**src/hdl/rx_cfg_pkg.sv**
```systemverilog
// constants for the receive/filter/vga configuration register bank
`default_nettype none
package rx_cfg_pkg;
  // ---------------------------------------------------------------
  // serial frame
  // ---------------------------------------------------------------
  localparam int         DATA_W     = 10;
  localparam int         ADDR_W     = 5;
  localparam logic [4:0] FRAME_BITS = 5'h10;
  localparam logic [4:0] HDR_BITS   = 5'h06;
  localparam logic       RW_READ    = 1'b1;
  // ---------------------------------------------------------------
  // register addresses
  // ---------------------------------------------------------------
  localparam logic [4:0] ADDR_RX_FRONT_END_TRIM   = 5'h01;
  localparam logic [4:0] ADDR_LOWPASS_FILTER_CTRL = 5'h02;
  localparam logic [4:0] ADDR_TX_COMMON_MODE_CTRL = 5'h03;
  localparam logic [4:0] ADDR_RX_AMP_OUTPUT_CTRL  = 5'h04;
  localparam logic [4:0] ADDR_RX_AMP_ATTENUATION  = 5'h05;
  localparam logic [4:0] ADDR_SIGNAL_STRENGTH     = 5'h06;
  localparam logic [4:0] ADDR_TEMPERATURE_RESULT  = 5'h07;
  localparam int         CFG_FIRST = 1;
  localparam int         CFG_LAST  = 6;
  // ---------------------------------------------------------------
  // reset values
  // ---------------------------------------------------------------
  localparam logic [9:0] RST_RX_FRONT_END_TRIM   = 10'h002;
  localparam logic [9:0] RST_LOWPASS_FILTER_CTRL = 10'h1f4;
  localparam logic [9:0] RST_TX_COMMON_MODE_CTRL = 10'h1b9;
  localparam logic [9:0] RST_RX_AMP_OUTPUT_CTRL  = 10'h00a;
  localparam logic [9:0] RST_RX_AMP_ATTENUATION  = 10'h080;
  localparam logic [9:0] RST_SIGNAL_STRENGTH     = 10'h006;
  localparam logic [4:0] TEMP_PAD_ZERO           = 5'h00;
  // ---------------------------------------------------------------
  // field positions
  // ---------------------------------------------------------------
  localparam int IQ_TRIM_MSB = 9, IQ_TRIM_LSB = 5;
  localparam int LNA_GAIN_MSB = 4, LNA_GAIN_LSB = 2;
  localparam int LNA_TANK_RES_BIT = 1;
  localparam int LNA_TANK_FREQ_BIT = 0;
  localparam int LPF_FINE_MSB = 9, LPF_FINE_LSB = 8;
  localparam int LPF_BW_MSB = 7, LPF_BW_LSB = 4;
  localparam int LPF_MODE_MSB = 3, LPF_MODE_LSB = 2;
  localparam int TX_BUF_EN_BIT = 1;
  localparam int LPF_EN_BIT = 0;
  localparam int TX_CM_MSB = 9, TX_CM_LSB = 7;
  localparam int VGA_CM_MSB = 9, VGA_CM_LSB = 8;
  localparam int VGA_BUF_EN_BIT = 5;
  localparam int VGA_EN_BIT = 4;
  localparam int BB_OUT_SEL_BIT = 5;
  localparam int VGA_ATT_MSB = 4, VGA_ATT_LSB = 0;
  localparam int FMODE_SRC_BIT = 9;
  localparam int RSSI_MODE_BIT = 8;
  localparam int RSSI_PIN_SEL_BIT = 7;
  localparam int RSSI_EN_BIT = 6;
  // ---------------------------------------------------------------
  // filter modes
  // ---------------------------------------------------------------
  localparam logic [1:0] FMODE_RX_CAL = 2'h0;
  localparam logic [1:0] FMODE_RX_LPF = 2'h1;
  localparam logic [1:0] FMODE_TX_LPF = 2'h2;
  localparam logic [1:0] FMODE_TRIM   = 2'h3;
endpackage
`default_nettype wire

```
**src/hdl/serial_frame_if.sv**
```systemverilog
// carrier between the serial frame engine and the register bank
`default_nettype none
interface serial_frame_if;
  logic       wr_strobe;
  logic [4:0] wr_addr;
  logic [9:0] wr_data;
  logic [4:0] rd_addr;
  logic [9:0] rd_data;
  modport engine (
    output wr_strobe,
    output wr_addr,
    output wr_data,
    output rd_addr,
    input  rd_data
  );
  modport bank (
    input  wr_strobe,
    input  wr_addr,
    input  wr_data,
    input  rd_addr,
    output rd_data
  );
endinterface
`default_nettype wire

```
**src/hdl/serial_frame_engine.sv**
```systemverilog
// 4-wire serial frame receiver and readout shifter
`default_nettype none
module serial_frame_engine
  import rx_cfg_pkg::*;
(
  input  wire logic      i_core_clk, // core clock
  input  wire logic      i_rstn,     // async reset, active low
  input  wire logic      i_csn,      // chip select pin, active low
  input  wire logic      i_sclk,     // serial clock pin
  input  wire logic      i_din,      // serial data in pin
  output var  logic      o_dout,     // serial data out pin
  serial_frame_if.engine link        // to register bank
);
  // ---------------------------------------------------------------
  // state
  // ---------------------------------------------------------------
  // pin vectors are {csn, sclk, din}
  typedef struct packed {
    logic [2:0]  s1;
    logic [2:0]  s2;
    logic [2:0]  s3;
    logic [2:0]  filt;
    logic [4:0]  count;
    logic [15:0] shift;
    logic        rw;
    logic        load;
    logic [9:0]  out;
    logic        dout;
    logic        wr;
    logic [4:0]  wa;
    logic [9:0]  wd;
    logic [4:0]  ra;
  } eng_s;

  // stages start at the idle pin levels, so reset release shows no false deselect edge
  localparam eng_s ENG_RESET = '{s1: 3'h4, s2: 3'h4, s3: 3'h4, filt: 3'h4, default: '0};

  eng_s q;
  eng_s next_q;

  // ---------------------------------------------------------------
  // frame logic
  // ---------------------------------------------------------------
  always_comb begin
    next_q = q;
    next_q.s1 = {i_csn, i_sclk, i_din};
    next_q.s2 = q.s1;
    next_q.s3 = q.s2;
    // a pin change counts only once stages two and three agree
    next_q.filt = (q.s2 & q.s3) | (q.filt & (q.s2 ^ q.s3));
    next_q.wr = 1'b0;
    next_q.load = 1'b0;
    if (q.load) begin
      next_q.out = link.rd_data;
    end
    if (q.filt[2] && !next_q.filt[2]) begin
      next_q.count = '0;
      next_q.rw = 1'b0;
    end else if (!next_q.filt[2] && !q.filt[1] && next_q.filt[1] && q.count < FRAME_BITS) begin
      // msb first: flag, five address bits, ten data bits
      next_q.shift = {q.shift[14:0], next_q.filt[0]};
      next_q.count = q.count + 5'h01;
      if (next_q.count == HDR_BITS) begin
        next_q.rw = q.shift[4];
        next_q.ra = {q.shift[3:0], next_q.filt[0]};
        next_q.load = (q.shift[4] == RW_READ);
      end
    end else if (!next_q.filt[2] && q.filt[1] && !next_q.filt[1] && q.rw == RW_READ
                 && q.count >= HDR_BITS && q.count < FRAME_BITS) begin
      // readout changes on falling serial clock edges
      next_q.dout = q.out[9];
      next_q.out = {q.out[8:0], 1'b0};
    end
    if (!q.filt[2] && next_q.filt[2]) begin
      next_q.dout = 1'b0;
      // short frames are dropped, never half committed; bits past the sixteenth are ignored
      if (q.count == FRAME_BITS && q.rw != RW_READ) begin
        next_q.wr = 1'b1;
        next_q.wa = q.shift[14:10];
        next_q.wd = q.shift[9:0];
      end
    end
  end

  always_ff @(posedge i_core_clk or negedge i_rstn) begin
    if (!i_rstn) begin
      q <= ENG_RESET;
    end else begin
      q <= next_q;
    end
  end

  assign o_dout = q.dout;
  assign link.wr_strobe = q.wr;
  assign link.wr_addr = q.wa;
  assign link.wr_data = q.wd;
  assign link.rd_addr = q.ra;
endmodule
`default_nettype wire

```
**src/hdl/rx_lpf_vga_config_regs.sv**
```systemverilog
// configuration register bank for rx front end, lowpass filter, vga and rssi
//
// How it works
// - five-bit lo phase trim, serial select gated
// - three-bit lna gain, serial select gated
// - lna tank resistance bit, resets to one
// - lna tank frequency bit, resets to zero
// - two-bit lowpass cutoff fine tune, reset 01
// - four-bit filter bandwidth, reset 1111
// - filter mode field, used when source selects
// - tx input buffer enable, off in shutdown
// - lowpass filter enable, shutdown overrides
// - two-bit vga output common-mode level
// - vga output buffer and vga enables
// - baseband output source: vga or detector
// - five-bit vga attenuation, serial select gated
// - filter mode source: normal or register
// - rssi in receive gated by highpass input
// - rssi pin routing and rssi enable
// - temperature result in low five bits
// - sixteen-bit msb-first frame, commit on deselect
// - readout shifted on falling serial clock
// - gains from pins unless serial selected
`default_nettype none
module rx_lpf_vga_config_regs
  import rx_cfg_pkg::*;
(
  input  wire logic       i_core_clk,                 // core clock, 20 MHz
  input  wire logic       i_rstn,                     // async reset, active low
  input  wire logic       i_csn,                      // serial chip select, active low
  input  wire logic       i_sclk,                     // serial clock
  input  wire logic       i_din,                      // serial data in
  output var  logic       o_dout,                     // serial data out
  input  wire logic       i_shutdown,                 // shutdown mode pin
  input  wire logic       i_rx_mode,                  // receive mode pin
  input  wire logic       i_tx_mode,                  // transmit mode pin
  input  wire logic       i_rx_highpass_control_input, // receive highpass control
  input  wire logic [2:0] i_ext_lna_gain,             // lna gain pins
  input  wire logic [4:0] i_ext_vga_gain,             // vga gain pins
  input  wire logic [4:0] i_temp_adc,                 // temperature adc result
  input  wire logic [4:0] i_iq_trim_fuse,             // fuse trim word
  input  wire logic       i_iq_trim_serial_sel,       // trim from serial register
  input  wire logic       i_lna_gain_serial_sel,      // lna gain from serial register
  input  wire logic       i_vga_gain_serial_sel,      // vga gain from serial register
  output var  logic [4:0] o_iq_trim,                  // trim dac word
  output var  logic [2:0] o_lna_gain,                 // lna gain code in use
  output var  logic       o_lna_tank_res,             // lna tank resistance tuning
  output var  logic       o_lna_tank_freq,            // lna tank frequency tuning
  output var  logic [1:0] o_lpf_fine_tune,            // cutoff fine tune
  output var  logic [3:0] o_lpf_bandwidth,            // filter bandwidth code
  output var  logic [1:0] o_filter_mode,              // filter mode in use
  output var  logic       o_tx_buffer_en,             // tx input buffer on
  output var  logic       o_lpf_en,                   // lowpass filter on
  output var  logic [2:0] o_tx_common_mode,           // tx common-mode code
  output var  logic [1:0] o_vga_out_cm,               // vga output common mode
  output var  logic       o_vga_out_buf_en,           // vga output buffer on
  output var  logic       o_vga_en,                   // vga on
  output var  logic       o_bb_out_select,            // 1 selects am detector
  output var  logic [4:0] o_vga_atten,                // vga attenuation in use
  output var  logic       o_rssi_en,                  // rssi running
  output var  logic       o_rssi_pin_select           // 1 routes temperature sensor
);
  // ---------------------------------------------------------------
  // state
  // ---------------------------------------------------------------
  typedef struct packed {
    logic       shutdown;
    logic       rx_mode;
    logic       tx_mode;
    logic       rx_highpass_control_input;
    logic [2:0] ext_lna;
    logic [4:0] ext_vga;
    logic [4:0] temp;
  } pin_s;

  typedef struct packed {
    pin_s                      s1;
    pin_s                      s2;
    pin_s                      s3;
    pin_s                      filt;
    logic [6:1][DATA_W-1:0]    cfg;
    logic [4:0]                iq_trim;
    logic [2:0]                lna_gain;
    logic                      lna_tank_res;
    logic                      lna_tank_freq;
    logic [1:0]                lpf_fine;
    logic [3:0]                lpf_bw;
    logic [1:0]                fmode;
    logic                      tx_buf_en;
    logic                      lpf_en;
    logic [2:0]                tx_cm;
    logic [1:0]                vga_cm;
    logic                      vga_buf_en;
    logic                      vga_en;
    logic                      bb_sel;
    logic [4:0]                vga_att;
    logic                      rssi_en;
    logic                      rssi_pin;
  } bank_s;

  localparam logic [6:1][DATA_W-1:0] CFG_RESET = {
    RST_SIGNAL_STRENGTH,
    RST_RX_AMP_ATTENUATION,
    RST_RX_AMP_OUTPUT_CTRL,
    RST_TX_COMMON_MODE_CTRL,
    RST_LOWPASS_FILTER_CTRL,
    RST_RX_FRONT_END_TRIM
  };

  localparam bank_s BANK_RESET = '{cfg: CFG_RESET, default: '0};

  bank_s q;
  bank_s next_q;

  serial_frame_if link ();

  // ---------------------------------------------------------------
  // serial frame engine
  // ---------------------------------------------------------------
  serial_frame_engine u_engine (
    .i_core_clk (i_core_clk),
    .i_rstn     (i_rstn),
    .i_csn      (i_csn),
    .i_sclk     (i_sclk),
    .i_din      (i_din),
    .o_dout     (o_dout),
    .link       (link.engine)
  );

  // ---------------------------------------------------------------
  // readout
  // ---------------------------------------------------------------
  // addresses outside this bank read as zero here
  always_comb begin
    link.rd_data = '0;
    if (link.rd_addr == ADDR_TEMPERATURE_RESULT) begin
      link.rd_data = {TEMP_PAD_ZERO, q.filt.temp};
    end else if (link.rd_addr >= ADDR_RX_FRONT_END_TRIM
                 && link.rd_addr <= ADDR_SIGNAL_STRENGTH) begin
      link.rd_data = q.cfg[link.rd_addr[2:0]];
    end
  end

  // ---------------------------------------------------------------
  // registers and decoded controls
  // ---------------------------------------------------------------
  always_comb begin
    next_q = q;
    next_q.s1 = '{
      shutdown: i_shutdown,
      rx_mode:  i_rx_mode,
      tx_mode:  i_tx_mode,
      rx_highpass_control_input:     i_rx_highpass_control_input,
      ext_lna:  i_ext_lna_gain,
      ext_vga:  i_ext_vga_gain,
      temp:     i_temp_adc
    };
    next_q.s2 = q.s1;
    next_q.s3 = q.s2;
    // per-bit agreement filter; multi-bit buses may settle bit by bit
    next_q.filt = pin_s'((q.s2 & q.s3) | (q.filt & (q.s2 ^ q.s3)));

    // commit of a write frame; the result register has no storage
    if (link.wr_strobe) begin
      for (int i = CFG_FIRST; i <= CFG_LAST; i++) begin
        if (link.wr_addr == 5'(i)) begin
          next_q.cfg[i] = link.wr_data;
        end
      end
    end
    // address 7 falls outside the loop, so its writes are dropped

    // front end trim
    next_q.iq_trim = i_iq_trim_serial_sel
      ? q.cfg[1][IQ_TRIM_MSB:IQ_TRIM_LSB]
      : i_iq_trim_fuse;
    next_q.lna_gain = i_lna_gain_serial_sel
      ? q.cfg[1][LNA_GAIN_MSB:LNA_GAIN_LSB]
      : q.filt.ext_lna;
    next_q.lna_tank_res = q.cfg[1][LNA_TANK_RES_BIT];
    next_q.lna_tank_freq = q.cfg[1][LNA_TANK_FREQ_BIT];

    // lowpass filter
    next_q.lpf_fine = q.cfg[2][LPF_FINE_MSB:LPF_FINE_LSB];
    next_q.lpf_bw = q.cfg[2][LPF_BW_MSB:LPF_BW_LSB];
    if (q.cfg[6][FMODE_SRC_BIT]) begin
      next_q.fmode = q.cfg[2][LPF_MODE_MSB:LPF_MODE_LSB];
    end else if (q.filt.tx_mode) begin
      next_q.fmode = FMODE_TX_LPF;
    end else begin
      next_q.fmode = FMODE_RX_LPF;
    end
    next_q.tx_buf_en = q.cfg[2][TX_BUF_EN_BIT] && !q.filt.shutdown;
    next_q.lpf_en = q.cfg[2][LPF_EN_BIT] && !q.filt.shutdown;

    // tx common mode; code 111 is passed through, the host must avoid it
    next_q.tx_cm = q.cfg[3][TX_CM_MSB:TX_CM_LSB];

    // receive vga
    next_q.vga_cm = q.cfg[4][VGA_CM_MSB:VGA_CM_LSB];
    next_q.vga_buf_en = q.cfg[4][VGA_BUF_EN_BIT] && !q.filt.shutdown;
    next_q.vga_en = q.cfg[4][VGA_EN_BIT] && !q.filt.shutdown;
    next_q.bb_sel = q.cfg[5][BB_OUT_SEL_BIT];
    next_q.vga_att = i_vga_gain_serial_sel
      ? q.cfg[5][VGA_ATT_MSB:VGA_ATT_LSB]
      : q.filt.ext_vga;

    // rssi: in receive with the mode bit clear, highpass low turns it off
    next_q.rssi_en = q.cfg[6][RSSI_EN_BIT] && !q.filt.shutdown
      && (!q.filt.rx_mode || q.cfg[6][RSSI_MODE_BIT] || q.filt.rx_highpass_control_input);
    next_q.rssi_pin = q.cfg[6][RSSI_PIN_SEL_BIT];
  end

  // shutdown only gates enables; the stored words survive it
  always_ff @(posedge i_core_clk or negedge i_rstn) begin
    if (!i_rstn) begin
      q <= BANK_RESET;
    end else begin
      q <= next_q;
    end
  end

  // ---------------------------------------------------------------
  // outputs
  // ---------------------------------------------------------------
  assign o_iq_trim = q.iq_trim;
  assign o_lna_gain = q.lna_gain;
  assign o_lna_tank_res = q.lna_tank_res;
  assign o_lna_tank_freq = q.lna_tank_freq;
  assign o_lpf_fine_tune = q.lpf_fine;
  assign o_lpf_bandwidth = q.lpf_bw;
  assign o_filter_mode = q.fmode;
  assign o_tx_buffer_en = q.tx_buf_en;
  assign o_lpf_en = q.lpf_en;
  assign o_tx_common_mode = q.tx_cm;
  assign o_vga_out_cm = q.vga_cm;
  assign o_vga_out_buf_en = q.vga_buf_en;
  assign o_vga_en = q.vga_en;
  assign o_bb_out_select = q.bb_sel;
  assign o_vga_atten = q.vga_att;
  assign o_rssi_en = q.rssi_en;
  assign o_rssi_pin_select = q.rssi_pin;
endmodule
`default_nettype wire

```
**config.mk**
```make
export PLATFORM = sky130hd
export DESIGN_NAME = rx_lpf_vga_config_regs
export DESIGN_NICKNAME = d
export VERILOG_FILES = /design/src/hdl/rx_cfg_pkg.sv /design/src/hdl/serial_frame_if.sv /design/src/hdl/serial_frame_engine.sv /design/src/hdl/rx_lpf_vga_config_regs.sv
export SDC_FILE = /design/constraint.sdc
export NUM_CORES = 1
export LEC_CHECK = 0
export ABC_AREA = 1
export ABC_CLOCK_PERIOD_IN_PS = 4600
export BUFFER_PORTS_ARGS = -buffer_cell sky130_fd_sc_hd__buf_2
export CAP_MARGIN = 40
export CORE_ASPECT_RATIO = 1.1
export CORE_MARGIN = 2
export CORE_UTILIZATION = 52
export DETAILED_ROUTE_END_ITERATION = 7
export PLACE_DENSITY = 0.72
export SETUP_SLACK_MARGIN = 0.2
export SKIP_CTS_REPAIR_TIMING = 1
export SYNTH_ARGS = -nofsm -noshare
export SYNTH_HDL_FRONTEND = slang
export SYNTH_SLANG_ARGS = --single-unit
```
**constraint.sdc**
```tcl
create_clock -name i_core_clk -period 4.6 [get_ports i_core_clk]
set_input_delay 0.46 -clock i_core_clk [delete_from_list [all_inputs] [get_ports i_core_clk]]
set_output_delay 0.46 -clock i_core_clk [all_outputs]
set_load 0.03 [all_outputs]
```
Word-level counts from Yosys, hierarchy flattened

Index checks and enable logic that the tools add are counted.

$add $sub $neg: 1
Magnitude comparators: 5
Equal/unequal tests: 11
Muxes and demuxes: 19
Bitwise gates (word level): 10
Reduce and logical (&&, ||, !) cells: 40

Operators by type and width:

| kind                                                              | number |
|---|---|
| 2-to-1 mux 10 bit                                                 | 4 |
| bitwise AND 17 bit                                                | 2 |
| binary-select mux 10 bit (select 3 bit)                           | 1 |
| == test 5 x 3 -> 1 bit, second input constant                     | 5 |
| 2-to-1 mux 23 bit                                                 | 1 |
| 2-to-1 mux 11 bit                                                 | 2 |
| logical AND 1 bit                                                 | 18 |
| AND reduction 2 bit                                               | 9 |
| 2-to-1 mux 17 bit                                                 | 1 |
| OR 17 bit                                                         | 1 |
| bitwise XOR 17 bit                                                | 1 |
| 2-to-1 mux 16 bit                                                 | 1 |
| 2-to-1 mux 5 bit                                                  | 3 |
| 2-to-1 mux 12 bit                                                 | 1 |
| == test 5 x 2 -> 1 bit, second input constant                     | 2 |
| bitwise AND 3 bit                                                 | 2 |
| zero test 1 bit                                                   | 6 |
| 2-to-1 mux 2 bit                                                  | 3 |
| AND reduction 3 bit                                               | 2 |
| nonzero test 2 bit                                                | 3 |
| adder 5 x 1 -> 5 bit, second input constant                       | 1 |
| == test 5 x 1 -> 1 bit, second input constant                     | 1 |
| == test 5 bit, second input constant                              | 1 |
| greater-or-equal comparator 5 x 1 -> 1 bit, second input constant | 1 |
| other kinds (11)                                                  | 14 |

Flip-flop bits (word level): 230
Bits of input ports: 30
Output and inout bits: 36
Logic and storage cells: 151

Logic depth before layout (Yosys ltp)

Gate-level depths: netlist of run 1.

Word-level depth: 13
Depth in mapped cells: 11

By module

From an unflattened synthesis of run 1, not the netlist that was laid out.

Cell total of the unflattened synthesis: 917
Area, all modules: 9295.2 um^2

By module, submodules not included:

| module                 | instances | cells an instance | area an instance (um^2) | seq. area each (um^2) |
|---|---|---|---|---|
| rx_lpf_vga_config_regs | 1         | 599               | 6332.3                  | 4101.4 |
| serial_frame_engine    | 1         | 318               | 2962.8                  | 1656.6 |

Worst setup path after synthesis of run 1

No wires, ideal clock.

Path type: flip-flop to flip-flop
Start: register u_engine.q (netlist bit u_engine.next_q[60])
End: register u_engine.q (netlist bit u_engine.link.rd_addr[3])
Data arrival time: 1.519 ns
Data required time: 4.482 ns
Setup slack: 2.963 ns
Cell stages (with the launch flop): 11
Path buffers: 1
Cell sequence: dfstp_2 ha_1 a21oi_2 inv_2 nor2_4 nand2_2 inv_2 nand2_2 buf_6 nand2_2 o21ai_2

RTL lines:

| item                   | line                      | source |
|---|---|---|
| from (decl)            | serial_frame_engine.sv:38 | `eng_s q;` |
| from (signal assigned) | serial_frame_engine.sv:89 | `q <= next_q;` |

==> results.cfg, run 1 <==
[sta]
hold_violations = 0
rsz0062_at_grt = false
fin_crit_sh_pct = 51.0
final.hold.worst_slack_ns = 0.0208
skew_ns = 0.0102
tightest_slew_ns = 0.859
maxSlewHeadroom_pct = 42.7
setup_tns_ns = 0
fmax_mhz = 426
maxSlewViolCount = 0
period_minus_slack_ns = 2.35
setup_viol = 0

[setup_path]
crit_type = flop to flop
crit_chain = ha_1, a21oi_2, inv_2, nor2_1, nand2_1, nor2_2, nor2_1, a21oi_1
r2r_cells = 8
cp-end-kind = flop
r2r-end = u_engine.q[31]$_DFF_PN0_
slowest_stage = dfstp_2
timing.critical_path.mode_cell = nor2_1
crit_fanout = 11
cp-start-kind = flop
max_stage_delay_ns = 0.53
r2r_slack_ns = 2.25
worstPathArrival_ns = 2.75
r2r_start = u_engine.next_q[60]$_DFF_PN1_
required_ns = 5.01

[global_route]
grtUsageMet2_pct = 30.6
track_usage_pct = 18.7
use_met3_pct = 3.31
grt_pass1_wl_microns = 27600
grt_max_degree = 120
top_usage_layer = met2
use_met1_pct = 25.5
globalRouteOverflowTotal = 0
grt_pass1_vias = 5538
antenna_found_initial = 0

[cells_and_area]
diodes = 0
drive_gt1_share_pct = 19.2
ff_latch_area_sq_um = 5760
fin_nets = 939
areaGrowthSynthToFinish_pct = 12.6
fill_cells = 1432
post-route-cell-area_sq_um = 10100
multi_input_area_sq_um = 2560

[power_and_ir_drop]
sw_frac_of_total_pct = 21.4
powerDensity_nw_per_um2 = 421
leakagePower_nw = 4.85
ir_drop_mv = 0.249
power_frac_comb_pct = 4.5
switchingPower_mw = 0.915
clockPowerShare_pct = 45.6
p_int_mw = 3.35
total_power_mw = 4.27
power_frac_seq_pct = 49.9

[clocking]
root_buffer = clkbuf_16
clk_pin_slew_ns = 0.06
cts_sinks = 229
clockBufferDepth = 3
cts_made_buffers = 24
cts_tree = yes
worst_skew_pair.late_latency_ns = 0.50
h-tree-depth = 1

[route]
drtAntennaViolNets = 0
dr.pass1.iters = 5
drtIter0Drc = 407
wire_per_inst_microns = 14.5
vias = 5756
wl_microns = 16500
viasPerCell = 5.06
drcViolationCount = 0

[placed_design]
port_buffers = 65
gp_routability_congestion = 0.802
hpwl_microns = 10900
dpl_cell_area_sq_um = 9340

[die]
design.core.area_sq_um = 17000
ios = 66
die_area_sq_um = 18400
die_h_microns = 142
start_util_pct = 52.9
die_w_microns = 129
fp-row-count = 50

[synthesis]
seq_area_frac_synth_pct = 63.9
ys_types = 35
synth_enable_flop_cells = 0
async_flop_share_pct = 100
ys_seq_elements = 229
synth_top_area_share_pct = 57.5
synth_common_cells = 207 x dfrtp_1, 170 x nand2_1, 74 x inv_1
synth_nets = 900
synth_area_per_cell_sq_um = 10.6
yosysMostFrequentCell = dfrtp_1
synth_cells = 847
yosys_warnings = 0
synth_area_sq_um = 9010
yosys-top-cells-area = dfrtp_1 58%, nand2_1 7.1%, dfstp_2 6.4%, o21ai_0 4.1%, ha_1 3.2%
yosysTopAreaCell = dfrtp_1
synthFlopType = dfrtp_1

[outcome]
status = complete, no violations

[min_path]
hp-class = input port to asynchronous set/reset pin

[flow_run]
cap_viol_max_count = 0
[cell families after synthesis]
| kind of cell | after synthesis | synth area share (%) |
|---|---|---|
| compound gates | 156 | 9.63 |
| xor+xnor | 2 | 0.195 |
| fa+ha+maj | 23 | 3.20 |
| buf+inv | 138 | 7.60 |
| flops | 229 | 63.9 |
| mux | 11 | 1.38 |
| simple gates | 288 | 14.1 |
[cell usage in the layout, fill, tap and decap left out, types with 2 or more instances in the layout]
| cell type | count |
|---|---|
| dfrtp_1 | 207 |
| nand2_1 | 170 |
| inv_1 | 74 |
| o21ai_0 | 73 |
| buf_2 | 64 |
| nor2_1 | 42 |
| nand3_1 | 38 |
| o21ai_1 | 26 |
| clkbuf_16 | 25 |
| a21oi_1 | 23 |
| ha_1 | 23 |
| dfstp_2 | 22 |
| a21o_1 | 18 |
| nor3_1 | 11 |
| mux2_2 | 11 |
| nand2_2 | 8 |
| clkbuf_1 | 8 |
| o22ai_1 | 7 |
| inv_2 | 6 |
| o21ai_2 | 5 |
| nor2_4 | 4 |
| nor2_2 | 4 |
| nand4_1 | 4 |
| clkinv_2 | 4 |
| buf_4 | 4 |
| bufinv_16 | 3 |
| nand3_2 | 2 |
| nor3_2 | 2 |
| xor2_1 | 2 |
| clkbuf_8 | 2 |
| buf_16 | 2 |
[registers in the layout (all words and copies together), names as in the netlist, 2 cells and up]
| register | count |
|---|---|
| o_vga_atten | 5 |
| o_vga_out_cm | 2 |
| o_lna_gain | 3 |
| o_tx_common_mode | 3 |
| q | 79 |
| u_engine.q | 38 |
| o_iq_trim | 5 |
| next_q | 49 |
| o_lpf_bandwidth | 4 |
| u_engine.link.rd_addr | 5 |
| u_engine.next_q | 6 |
| u_engine.link.wr_addr | 5 |
| o_filter_mode | 2 |
| u_engine.link.wr_data | 10 |
| o_lpf_fine_tune | 2 |
[cell type report]
| type | instances | share of cell area [%] |
|---|---|---|
| Sequential cell | 229 | 56.8 |
| Multi-Input combinational cell | 480 | 25.3 |
| Clock buffer | 35 | 6.74 |
| Timing Repair Buffer | 71 | 4.15 |
| Inverter | 80 | 2.96 |
| Tap cell | 234 | 2.89 |
| Clock inverter | 8 | 1.17 |
[metal layers]
layer	part of all wire (%)	up-vias
li1	-	2799
met1	44	2755
met2	48	164
met3	5.9	38
met4	2.6	0
met5	0	-
[how the worst max path moves through the flow]
stage / start / end / slack [ns] / cells after the start
after CTS: u_engine.next_q[60]$_DFF_PN1_ / u_engine.q[31]$_DFF_PN0_ / 2.30 / 8
after global placement: u_engine.next_q[60]$_DFF_PN1_ / u_engine.o_dout$_DFFE_PN0P_ / 2.44 / 9
after floorplan: u_engine.next_q[60]$_DFF_PN1_ / u_engine.link.rd_addr[3]$_DFFE_PN0P_ / 2.96 / 10
final: u_engine.next_q[60]$_DFF_PN1_ / u_engine.q[31]$_DFF_PN0_ / 2.25 / 8
after detailed placement: u_engine.next_q[60]$_DFF_PN1_ / u_engine.o_dout$_DFFE_PN0P_ / 2.38 / 9
after global routing: u_engine.next_q[60]$_DFF_PN1_ / u_engine.q[31]$_DFF_PN0_ / 2.12 / 8
[worst max-delay path, delay by kind of cell (launching register included)]
kind            cells  cell delay [ns]
flops               1             0.53
compound gates      2             0.40
simple gates        4             1.00
fa+ha+maj           1             0.24
buf+inv             1             0.08
[stage by stage]
| step | std cells | worst slack, ns | utilization, % |
|---|---|---|---|
| final | 1137 | 2.25 | 59.6 |
| after global routing | 1137 | 2.12 | 59.6 |
| after CTS | 1137 | 2.30 | 59.6 |
| after detailed placement | 1094 | 2.38 | 54.9 |
| after global placement | 1092 | 2.44 | 54.5 |
| after floorplan | 847 | 2.96 | - |
[power by group through the flow]
stage	Combinational (mW)	Clock, mW	Sequential (mW)
finish	0.193	1.95	2.13
global route	0.224	2.07	2.14
CTS	0.199	1.98	2.13
detailed placement	0.198	0	2.17
global placement	0.193	0	2.16
floorplan	0.125	0	2.16
Power figures use the tool's default switching activity.
==> run 2: changes to the inputs <==
ABC_CLOCK_PERIOD_IN_PS = 2300   (was 4600)
clock period = 2.3 ns   (was 4.6 ns; I/O delays follow)
==> results.cfg, run 2 (synthesis results as in run 1) <==
[outcome]
status = finished with violations
violations = negative hold slack

[route]
wl_microns = 16700
dr.pass1.iters = 6
drtAntennaViolNets = 0
drcViolationCount = 0
wire_per_inst_microns = 14.2
vias = 5825
viasPerCell = 4.95
drtIter0Drc = 422

[sta]
fmax_mhz = 540
layout_setup_ws_ns = 0.447
setup_tns_ns = 0
period_minus_slack_ns = 1.85
tightest_slew_ns = 0.643
rsz0062_at_grt = false
maxSlewViolCount = 0
hold_violations = 1
setup_viol = 0
final.hold.worst_slack_ns = -0.00481
fin_crit_sh_pct = 80.6
maxSlewHeadroom_pct = 57.1
skew_ns = 0.0126

[global_route]
grt_pass1_vias = 5510
grt_max_degree = 78
grt_pass1_wl_microns = 27500
track_usage_pct = 18.6
globalRouteOverflowTotal = 0
antenna_found_initial = 0

[placed_design]
dpl_worst_slack_ns = 0.436
dpl_cell_area_sq_um = 9400
gp_routability_congestion = 0.846
hpwl_microns = 11000
port_buffers = 65

[setup_path]
timing.critical_path.mode_cell = nand2_1
crit_fanout = 11
required_ns = 2.70
critPathTopFamily = simple AND/OR/NAND/NOR gates
r2r_slack_ns = 0.45
cp-start-kind = flop
cp-end-kind = flop
crit_chain = ha_1, a21oi_2, inv_2, nor2_1, nand2_1, nor2_2, nand2_1, nand2_1, nor2_1
path_buf_inv = 1
max_stage_delay_ns = 0.53
crit_type = flop to flop
worstPathArrival_ns = 2.25
slowest_stage = dfstp_2

[die]
die_area_sq_um = 18400
die_h_microns = 142
design.core.area_sq_um = 17000
ios = 66
start_util_pct = 52.9
fp-row-count = 50
die_w_microns = 129

[cells_and_area]
diodes = 0
areaGrowthSynthToFinish_pct = 16.9
final_cell_mix = 207 x dfrtp_1, 170 x nand2_1, 74 x inv_1
fill_cells = 1392
layout_commonest_cell = dfrtp_1
fin_nets = 977
drive_gt1_share_pct = 20.3
post-route-cell-area_sq_um = 10500
largest_reg_flops = 79
top_register = q

[clocking]
worst_skew_pair.late_latency_ns = 0.51
cts_sinks = 229
h-tree-depth = 1
cts_made_buffers = 24
clockBufferDepth = 3
clk_pin_slew_ns = 0.06
cts_tree = yes
root_buffer = clkbuf_16

[flow_run]
cap_viol_max_count = 0

[min_path]
hp-class = input port to flop

[power_and_ir_drop]
total_power_mw = 8.80
leakagePower_nw = 5.03
powerDensity_nw_per_um2 = 835
ir_drop_mv = 0.528
-- run 2: changes by cell type in the layout (fill, tap and decap cells not counted), sizes merged --
cell         change
bufinv           +1
buf             +11
clkbuf           -6
clkinv           +3
clkinvlp         +3
dlygate4sd3     +27
-- run 2: through the flow --
stage,instances,util [%]
6_report,1176,61.9
5_1_grt,1176,61.9
4_1_cts,1149,60.3
3_5_place_dp,1105,55.3
3_3_place_gp,1105,55.3
2_1_floorplan,847,-
-- run 2: final timing paths --
check | start | end | cells past startpoint
max reg2reg | u_engine.next_q[60]$_DFF_PN1_ | u_engine.o_dout$_DFFE_PN0P_ | 9
max in group asynchronous | i_rstn | u_engine.next_q[60]$_DFF_PN1_ | 3
min | i_iq_trim_serial_sel | o_iq_trim[1]$_DFF_PN0_ | 2
max | u_engine.next_q[60]$_DFF_PN1_ | u_engine.o_dout$_DFFE_PN0P_ | 9
min in group asynchronous | i_rstn | next_q[139]$_DFF_PN0_ | 2
min reg2reg | next_q[137]$_DFF_PN0_ | next_q[120]$_DFF_PN0_ | 0
-- run 2: layout make-up --
cell class / instances / area, sq um / area share, %
Inverter: 80 / 300 / 2.85
Sequential cell: 229 / 5760 / 54.7
Timing Repair Buffer: 109 / 758 / 7.20
Multi-Input combinational cell: 480 / 2560 / 24.3
Tap cell: 234 / 293 / 2.78
Clock inverter: 15 / 198 / 1.88
Clock buffer: 29 / 661 / 6.27
-- run 2: layer usage --
| layer | up-vias | global-route usage (%) | share of wire (%) |
|---|---|---|---|
| li1 | 2878 | - | - |
| met4 | 0 | 4.92 | 1.8 |
| met3 | 27 | 3.08 | 4.6 |
| met2 | 144 | 29.9 | 48 |
| met5 | - | 0 | 0 |
| met1 | 2776 | 26.5 | 46 |
-- run 2: power by group --
group / switching, mW / total (mW) / internal (mW)
clock network: 1.58 / 4.10 / 2.51
logic: 0.270 / 0.436 / 0.166
registers: 0.0831 / 4.27 / 4.18
total: 1.94 / 8.80 / 6.86
